--- config.mk ---
export PLATFORM = sky130hd
export DESIGN_NAME = fpi_indicators
export DESIGN_NICKNAME = d
export VERILOG_FILES = /design/src/fpi_pkg.sv /design/src/fpi_indicators.sv
export SDC_FILE = /design/constraint.sdc
export NUM_CORES = 1
export LEC_CHECK = 0
export ABC_AREA = 1
export CORE_UTILIZATION = 50
export CTS_BUF_LIST = sky130_fd_sc_hd__clkbuf_4
export CTS_CLUSTER_SIZE = 8
export DETAILED_ROUTE_END_ITERATION = 7
export DONT_BUFFER_PORTS = 1
export PLACE_DENSITY = 0.68
export SETUP_SLACK_MARGIN = 0.15
export SYNTH_ARGS = -nofsm -noshare
export SYNTH_HDL_FRONTEND = slang
export SYNTH_SLANG_ARGS = --single-unit
--- constraint.sdc ---
create_clock -name ref_clk_i -period 2.7 [get_ports ref_clk_i]
set_input_delay 0.54 -clock ref_clk_i [delete_from_list [all_inputs] [get_ports ref_clk_i]]
set_output_delay 0.54 -clock ref_clk_i [all_outputs]
set_load 0.1 [all_outputs]
--- src/fpi_pkg.sv ---
// package of constants and types for the front-panel indicator block
//----------------------------------------------------------------------
//----------------------------------------------------------------------
package fpi_pkg;

    // timing
    localparam int CLK_MHZ = 250;
    localparam int LIT_TIME_MS = 100;
    localparam int FAIL_TIME_S = 30;
    localparam longint LIT_CYCLES = longint'(LIT_TIME_MS) * CLK_MHZ * 1000;
    localparam longint FAIL_CYCLES = longint'(FAIL_TIME_S) * CLK_MHZ * 1000000;

    // register offsets
    localparam logic [3:0] ADDR_TRIG_CFG = 4'h0;
    localparam logic [3:0] ADDR_OUT_CTRL = 4'h1;
    localparam logic [3:0] ADDR_SYS_CTRL = 4'h2;
    localparam logic [3:0] ADDR_STATUS = 4'h3;

    // trigger config field positions
    localparam int TC_POL_LSB = 0;
    localparam int TC_TRIG_EXT = 2;
    localparam int TC_EVT_EXT = 3;
    localparam int TC_GATED = 4;
    localparam int TC_SYNC = 5;
    localparam logic [7:0] TRIG_CFG_RESET = 8'h00;

    // sys ctrl field positions
    localparam int SC_OPT_LSB = 0;
    localparam int SC_MODE_LSB = 2;
    localparam int SC_INIT_DONE = 4;
    localparam int SC_SELFTEST_ERR = 5;

    typedef enum logic [1:0] {
        FPI_POL_RISE = 2'b00,
        FPI_POL_FALL = 2'b01,
        FPI_POL_EITHER = 2'b10
    } fpi_pol_t;

    typedef enum logic [1:0] {
        FPI_OPT_1CH = 2'b00,
        FPI_OPT_2CH = 2'b01,
        FPI_OPT_4CH = 2'b10
    } fpi_opt_t;

    typedef enum logic [1:0] {
        FPI_MODE_DUAL = 2'b00,
        FPI_MODE_DUAL_MRK = 2'b01,
        FPI_MODE_DUAL_DUP = 2'b10
    } fpi_mode_t;

    typedef enum logic [1:0] {
        FPI_LED_OFF = 2'b00,
        FPI_LED_GREEN = 2'b01,
        FPI_LED_RED = 2'b10
    } fpi_led_t;

    typedef struct packed {
        logic [3:0] addr;
        logic [7:0] wdata;
        logic wr;
        logic rd;
    } fpi_bus_t;

    // per input pin sample: level plus timing-violation flag
    typedef struct packed {
        logic level;
        logic violation;
    } fpi_pin_t;

endpackage : fpi_pkg

--- src/fpi_indicators.sv ---
// front-panel indicator logic: trigger/event, outputs, access and fail
`timescale 1ns/1ps
module fpi_indicators #(
    parameter longint LIT_CYC = fpi_pkg::LIT_CYCLES,
    parameter longint FAIL_CYC = fpi_pkg::FAIL_CYCLES,
    parameter int NUM_OUT = 4
) (
    input wire logic ref_clk_i,
    input wire logic reset_i,
    input wire fpi_pkg::fpi_bus_t bus_i,
    output logic [7:0] rdata_o,
    input wire fpi_pkg::fpi_pin_t trig_pin_i,
    input wire fpi_pkg::fpi_pin_t event_pin_i,
    input wire logic [NUM_OUT-1:0] term_fault_i,
    output fpi_pkg::fpi_led_t trig_led_o,
    output fpi_pkg::fpi_led_t event_led_o,
    output fpi_pkg::fpi_led_t [NUM_OUT-1:0] out_led_o,
    output logic [NUM_OUT-1:0] amp_power_o,
    output logic [NUM_OUT-1:0] analog_en_o,
    output logic [NUM_OUT-1:0] marker_en_o,
    output logic access_led_o,
    output logic fail_led_o
);
    import fpi_pkg::*;

    //------------------------------------------------------------------
    // registers
    //------------------------------------------------------------------
    logic [7:0] trig_cfg_reg;
    logic [NUM_OUT-1:0] out_en_reg;
    logic [NUM_OUT-1:0] fault_reg;
    logic [5:0] sys_ctrl_reg;
    logic [7:0] trig_cfg_next;
    fpi_pol_t pol;
    logic gated;
    logic sync_mode;

    always_comb
    begin
        trig_cfg_next = bus_i.wdata;
        // gated mode cannot take the both-edges polarity
        if (bus_i.wdata[TC_GATED] &&
            bus_i.wdata[TC_POL_LSB +: 2] == FPI_POL_EITHER)
        begin
            trig_cfg_next[TC_POL_LSB +: 2] = FPI_POL_RISE;
        end
    end

    always_ff @(posedge ref_clk_i)
    begin
        if (reset_i)
        begin
            trig_cfg_reg <= TRIG_CFG_RESET;
        end
        else if (bus_i.wr && bus_i.addr == ADDR_TRIG_CFG)
        begin
            trig_cfg_reg <= trig_cfg_next;
        end
    end

    always_ff @(posedge ref_clk_i)
    begin
        if (reset_i)
        begin
            sys_ctrl_reg <= '0;
        end
        else if (bus_i.wr && bus_i.addr == ADDR_SYS_CTRL)
        begin
            sys_ctrl_reg <= bus_i.wdata[5:0];
        end
    end

    assign pol = fpi_pol_t'(trig_cfg_reg[TC_POL_LSB +: 2]);
    assign gated = trig_cfg_reg[TC_GATED];
    assign sync_mode = trig_cfg_reg[TC_SYNC];

    //------------------------------------------------------------------
    // output enables and protection
    //------------------------------------------------------------------
    // fault is sticky; cleared by software writing 1, set wins over clear
    always_ff @(posedge ref_clk_i)
    begin
        if (reset_i)
        begin
            fault_reg <= '0;
        end
        else if (bus_i.wr && bus_i.addr == ADDR_STATUS)
        begin
            fault_reg <= (fault_reg & ~bus_i.wdata[NUM_OUT-1:0])
                | term_fault_i;
        end
        else
        begin
            fault_reg <= fault_reg | term_fault_i;
        end
    end

    // a fault drops the enable, so only an explicit re-enable restores it
    always_ff @(posedge ref_clk_i)
    begin
        if (reset_i || !sys_ctrl_reg[SC_INIT_DONE])
        begin
            out_en_reg <= '0;
        end
        else if (bus_i.wr && bus_i.addr == ADDR_OUT_CTRL)
        begin
            // an enable written while the fault is latched is dropped
            out_en_reg <= bus_i.wdata[NUM_OUT-1:0] & ~term_fault_i
                & ~fault_reg;
        end
        else
        begin
            out_en_reg <= out_en_reg & ~term_fault_i;
        end
    end

    //------------------------------------------------------------------
    // channel option and instrument mode map
    //------------------------------------------------------------------
    logic [3:0] analog_map;
    logic [3:0] marker_map;

    always_comb
    begin
        analog_map = 4'hF;
        marker_map = 4'h0;
        case (fpi_opt_t'(sys_ctrl_reg[SC_OPT_LSB +: 2]))
            FPI_OPT_1CH:
            begin
                analog_map = 4'h1;
                marker_map = 4'hC;
            end
            FPI_OPT_2CH:
            begin
                case (fpi_mode_t'(sys_ctrl_reg[SC_MODE_LSB +: 2]))
                    FPI_MODE_DUAL:
                    begin
                        analog_map = 4'h9;
                    end
                    FPI_MODE_DUAL_MRK:
                    begin
                        analog_map = 4'h3;
                        marker_map = 4'hC;
                    end
                    default:
                    begin
                        analog_map = 4'hF;
                    end
                endcase
            end
            default:
            begin
                analog_map = 4'hF;
            end
        endcase
    end

    genvar gi;
    generate
        for (gi = 0; gi < NUM_OUT; gi++)
        begin : g_out
            always_ff @(posedge ref_clk_i)
            begin
                if (reset_i)
                begin
                    out_led_o[gi] <= FPI_LED_OFF;
                    amp_power_o[gi] <= 1'b0;
                    analog_en_o[gi] <= 1'b0;
                    marker_en_o[gi] <= 1'b0;
                end
                else
                begin
                    analog_en_o[gi] <= analog_map[gi % 4];
                    marker_en_o[gi] <= marker_map[gi % 4];
                    if (fault_reg[gi] || term_fault_i[gi])
                    begin
                        out_led_o[gi] <= FPI_LED_RED;
                        amp_power_o[gi] <= 1'b0;
                    end
                    else if (out_en_reg[gi])
                    begin
                        out_led_o[gi] <= FPI_LED_GREEN;
                        amp_power_o[gi] <= 1'b1;
                    end
                    else
                    begin
                        out_led_o[gi] <= FPI_LED_OFF;
                        amp_power_o[gi] <= 1'b0;
                    end
                end
            end
        end
    endgenerate

    //------------------------------------------------------------------
    // trigger and event input indicators
    //------------------------------------------------------------------
    // forced triggers never reach this logic, only pin edges do
    fpi_pin_t pin [2];
    logic [1:0] ext_sel;
    logic [1:0] prev_reg;
    logic [1:0] red_reg;
    logic [31:0] lit_cnt_reg [2];
    fpi_led_t led_next [2];

    assign pin[0] = trig_pin_i;
    assign pin[1] = event_pin_i;
    assign ext_sel[0] = trig_cfg_reg[TC_TRIG_EXT];
    assign ext_sel[1] = trig_cfg_reg[TC_EVT_EXT];

    generate
        for (gi = 0; gi < 2; gi++)
        begin : g_in
            logic rise;
            logic fall;
            logic hit;
            assign rise = pin[gi].level && !prev_reg[gi];
            assign fall = !pin[gi].level && prev_reg[gi];
            // gated: gate activation is the same edge as polarity
            assign hit = ext_sel[gi] && (
                (pol == FPI_POL_RISE && rise) ||
                (pol == FPI_POL_FALL && fall) ||
                (pol == FPI_POL_EITHER && !gated && (rise || fall))
            );

            always_ff @(posedge ref_clk_i)
            begin
                if (reset_i)
                begin
                    prev_reg[gi] <= 1'b0;
                    lit_cnt_reg[gi] <= '0;
                    red_reg[gi] <= 1'b0;
                end
                else
                begin
                    prev_reg[gi] <= pin[gi].level;
                    if (!ext_sel[gi])
                    begin
                        lit_cnt_reg[gi] <= '0;
                    end
                    else if (hit)
                    begin
                        lit_cnt_reg[gi] <= 32'(LIT_CYC);
                        red_reg[gi] <= sync_mode
                            && pin[gi].violation;
                    end
                    else if (lit_cnt_reg[gi] != '0)
                    begin
                        lit_cnt_reg[gi] <= lit_cnt_reg[gi] - 32'd1;
                    end
                end
            end

            always_comb
            begin
                if (lit_cnt_reg[gi] == '0 || !ext_sel[gi])
                begin
                    led_next[gi] = FPI_LED_OFF;
                end
                else if (red_reg[gi])
                begin
                    led_next[gi] = FPI_LED_RED;
                end
                else
                begin
                    led_next[gi] = FPI_LED_GREEN;
                end
            end
        end
    endgenerate

    always_ff @(posedge ref_clk_i)
    begin
        if (reset_i)
        begin
            trig_led_o <= FPI_LED_OFF;
            event_led_o <= FPI_LED_OFF;
        end
        else
        begin
            trig_led_o <= led_next[0];
            event_led_o <= led_next[1];
        end
    end

    //------------------------------------------------------------------
    // access and fail indicators
    //------------------------------------------------------------------
    logic [39:0] fail_cnt_reg;

    always_ff @(posedge ref_clk_i)
    begin
        if (reset_i)
        begin
            fail_cnt_reg <= 40'(FAIL_CYC);
            fail_led_o <= 1'b1;
        end
        else
        begin
            if (fail_cnt_reg != '0)
            begin
                fail_cnt_reg <= fail_cnt_reg - 40'd1;
            end
            fail_led_o <= (fail_cnt_reg > 40'd1)
                || sys_ctrl_reg[SC_SELFTEST_ERR];
        end
    end

    always_ff @(posedge ref_clk_i)
    begin
        if (reset_i)
        begin
            access_led_o <= 1'b0;
        end
        else
        begin
            access_led_o <= bus_i.wr || bus_i.rd;
        end
    end

    //------------------------------------------------------------------
    // read data, one cycle after the strobe
    //------------------------------------------------------------------
    always_ff @(posedge ref_clk_i)
    begin
        if (reset_i)
        begin
            rdata_o <= 8'h00;
        end
        else if (!bus_i.rd)
        begin
            rdata_o <= 8'h00;
        end
        else if (bus_i.addr == ADDR_TRIG_CFG)
        begin
            rdata_o <= trig_cfg_reg;
        end
        else if (bus_i.addr == ADDR_OUT_CTRL)
        begin
            rdata_o <= 8'(out_en_reg);
        end
        else if (bus_i.addr == ADDR_SYS_CTRL)
        begin
            rdata_o <= {2'b00, sys_ctrl_reg};
        end
        else if (bus_i.addr == ADDR_STATUS)
        begin
            rdata_o <= 8'(fault_reg);
        end
        else
        begin
            rdata_o <= 8'h00;
        end
    end

endmodule : fpi_indicators

==> metrics.txt <==
Core ar. 16520 um^2; drc violations 0; vias in the first global route 6704; fraction of final layout cells sized beyond drive strength 1 9.185%; setup tns final 0 ns; grt ovf 0; most frequent cell after synthesis nand2_1; Detailed Place HPWL 13920 um; Core Util, Final a little under three fifths; H-tree levels 4; area delta synth->final 7.985%; Max Cap Violations 0; die area 17410 um^2; number of diodes 0; Routed Antenna Nets 0; DRT Pass-1 Iters 5; status completed; CTS tree done; Clock Root Buffer clkbuf_4; Synth area leaders edfxtp_1 (23%), dfxtp_1 (22%), nand2_1 (13%); Crit Path Category reg2out; Nets approximately 1.2k; Post-CTS Setup Bufs 0; initial drt markers 459; critical path startpoint amp_power_o[0]; filler instances roughly 1.6k; post-DR wirelength/cell 13.82 um; Critical Path AT 1.63 ns; Leakage 4.301 nW; Port Buffer Count 0; Worst EP required 2.16 ns; Peak VDD IR 0.3746 mV; yosys synthesis warning count 0; top achievable clock speed 460.5 MHz; initial antenna violation count 1; ys flop type dfxtp_1; CP Capture Type output port; FF+latch count, synth 157; hold path startpoint bus_i[4]; RSZ-0062 raised after global routing false; Gate Count Post-Synth 1142; max reg flops 64; Post-Syn Area per Cell roughly 7.4 um^2; Final Cycle Share 80.44%; Top-Level Pins 58; number of synthesized flops with an enable pin 64; post-DR vias/cell 5.106; # clock sinks roughly 160; row cnt 47; top cell type's share of synthesized area a little under a quarter; clk_skew between 0.015 and 0.02 ns; clk slew on worst S/H paths between 0.15 and 0.2 ns; first-pass GRT wire length 31830 um; Total GRT Usage 22.91%; pin count of the biggest net entering global routing 41; Worst-Skew Late Latency about 0.60 ns; worst r2r src lit_cnt_reg[1][0]; drt total wl 19150 um; crit-path max FO 2; worst reg2reg setup slack 0.54 ns; worst slew pin tran 1.002 ns; Synth async-reset ratio 0%; Seq/Total Area, Yosys between 40 and 50%; Worst Hold Class in2reg; Startpoint Class flip-flop; routability cong. ~0.90; Worst Hold Margin 0.02832 ns; Yosys cell types 36; final setup vio count 0; Post-Syn Area 8446 um^2; Synth top cells by count nand2_1 (285), nor2_1 (262), inv_1 (99); power density cells between 500 and 600 nW/um^2; DIE WIDTH 132.0 um; Initial Util 51.11%; Slew Limit Headroom 33.33%; Die Ht 132.0 um; Tmin final 2.172 ns; Slew Viols, Final 0; Hold Vio Cnt, Final 0; Num CTS Buffers 17; vias post-DR around 7.1k; clk buf depth 2; largest area contributor in the netlist edfxtp_1
==> through the flow <==
stage	power [mW]	instance area, um^2	worst slack [ns]	cells
2_1_floorplan	3.380	8491	0.04299	1143
6_report	5.239	9120	0.5282	1385
5_1_grt	5.470	9120	0.3389	1385
3_5_place_dp	3.530	8680	0.2648	1346
3_3_place_gp	3.529	8680	0.4937	1346
4_1_cts	5.275	9117	0.2253	1385
==> layout make-up <==
cell class / instances / area, um^2 / share of cell area [%]
Clock buffer: 17 / 127.6 / 1.399
Clock inverter: 15 / 230.2 / 2.524
Inverter: 105 / 406.6 / 4.459
Multi-Input combinational cell: 852 / 4120 / 45.18
Sequential cell: 157 / 3790 / 41.56
Tap cell: 220 / 275.3 / 3.018
Timing Repair Buffer: 19 / 170.2 / 1.866
==> report_power, final <==
part	internal, mW	switching [mW]
Clock	0.773	0.962
Combinational	0.313	0.549
Sequential	2.52	0.126
==> timing repair <==
| item | 4_1_cts | 5_1_grt |
|---|---|---|
| setup endpoints to repair | 0 | 2 |
| hold buffers | 7 | 0 |
| resized for setup | 0 | 1 |
| hold endpoints to repair | 43 | 0 |
==> logic make-up after synthesis <==
family / share of synthesized area, %
buf+inv: 6.755
other cells: 0.04440
compound gates: 5.674
fa+ha+maj: 1.630
xor+xnor: 6.741
flops: 44.80
simple gates: 34.36
==> path summary, 6_finish.rpt <==
kind	endpoint	cells past startpoint
max	out_led_o[0]	0
min	fault_reg[2]	1
max reg2reg	lit_cnt_reg[1][6]	9
min reg2reg	rdata_o[7]	2
==> layout by cell type, fill, tap and decap left out, drive strengths merged, types with 4 or more instances in the layout <==
master | Yosys | final
o21ai | 29 | 29
dlygate4sd3 | 0 | 6
nor3 | 11 | 11
edfxtp | 64 | 64
clkbuf | 7 | 17
bufinv | 0 | 4
nor2 | 290 | 290
nand3 | 55 | 55
xnor2 | 37 | 37
dfxtp | 93 | 93
inv | 105 | 111
xor2 | 28 | 28
clkinv | 0 | 4
or2 | 5 | 5
nand3b | 8 | 8
ha | 11 | 11
a311oi | 4 | 4
buf | 22 | 13
nand2 | 295 | 295
nand4 | 16 | 16
o22ai | 7 | 7
a21oi | 44 | 44
==> routing by layer <==
metal / track usage [%] / vias up / share of wire, %
li1: - / 3639 / -
met1: 29.57 / 3234 / 46
met2: 37.86 / 161 / 46
met3: 4.767 / 38 / 5.1
met4: 8.463 / 0 / 2.3
met5: 0 / - / 0
(Power assumes the default switching activity.)
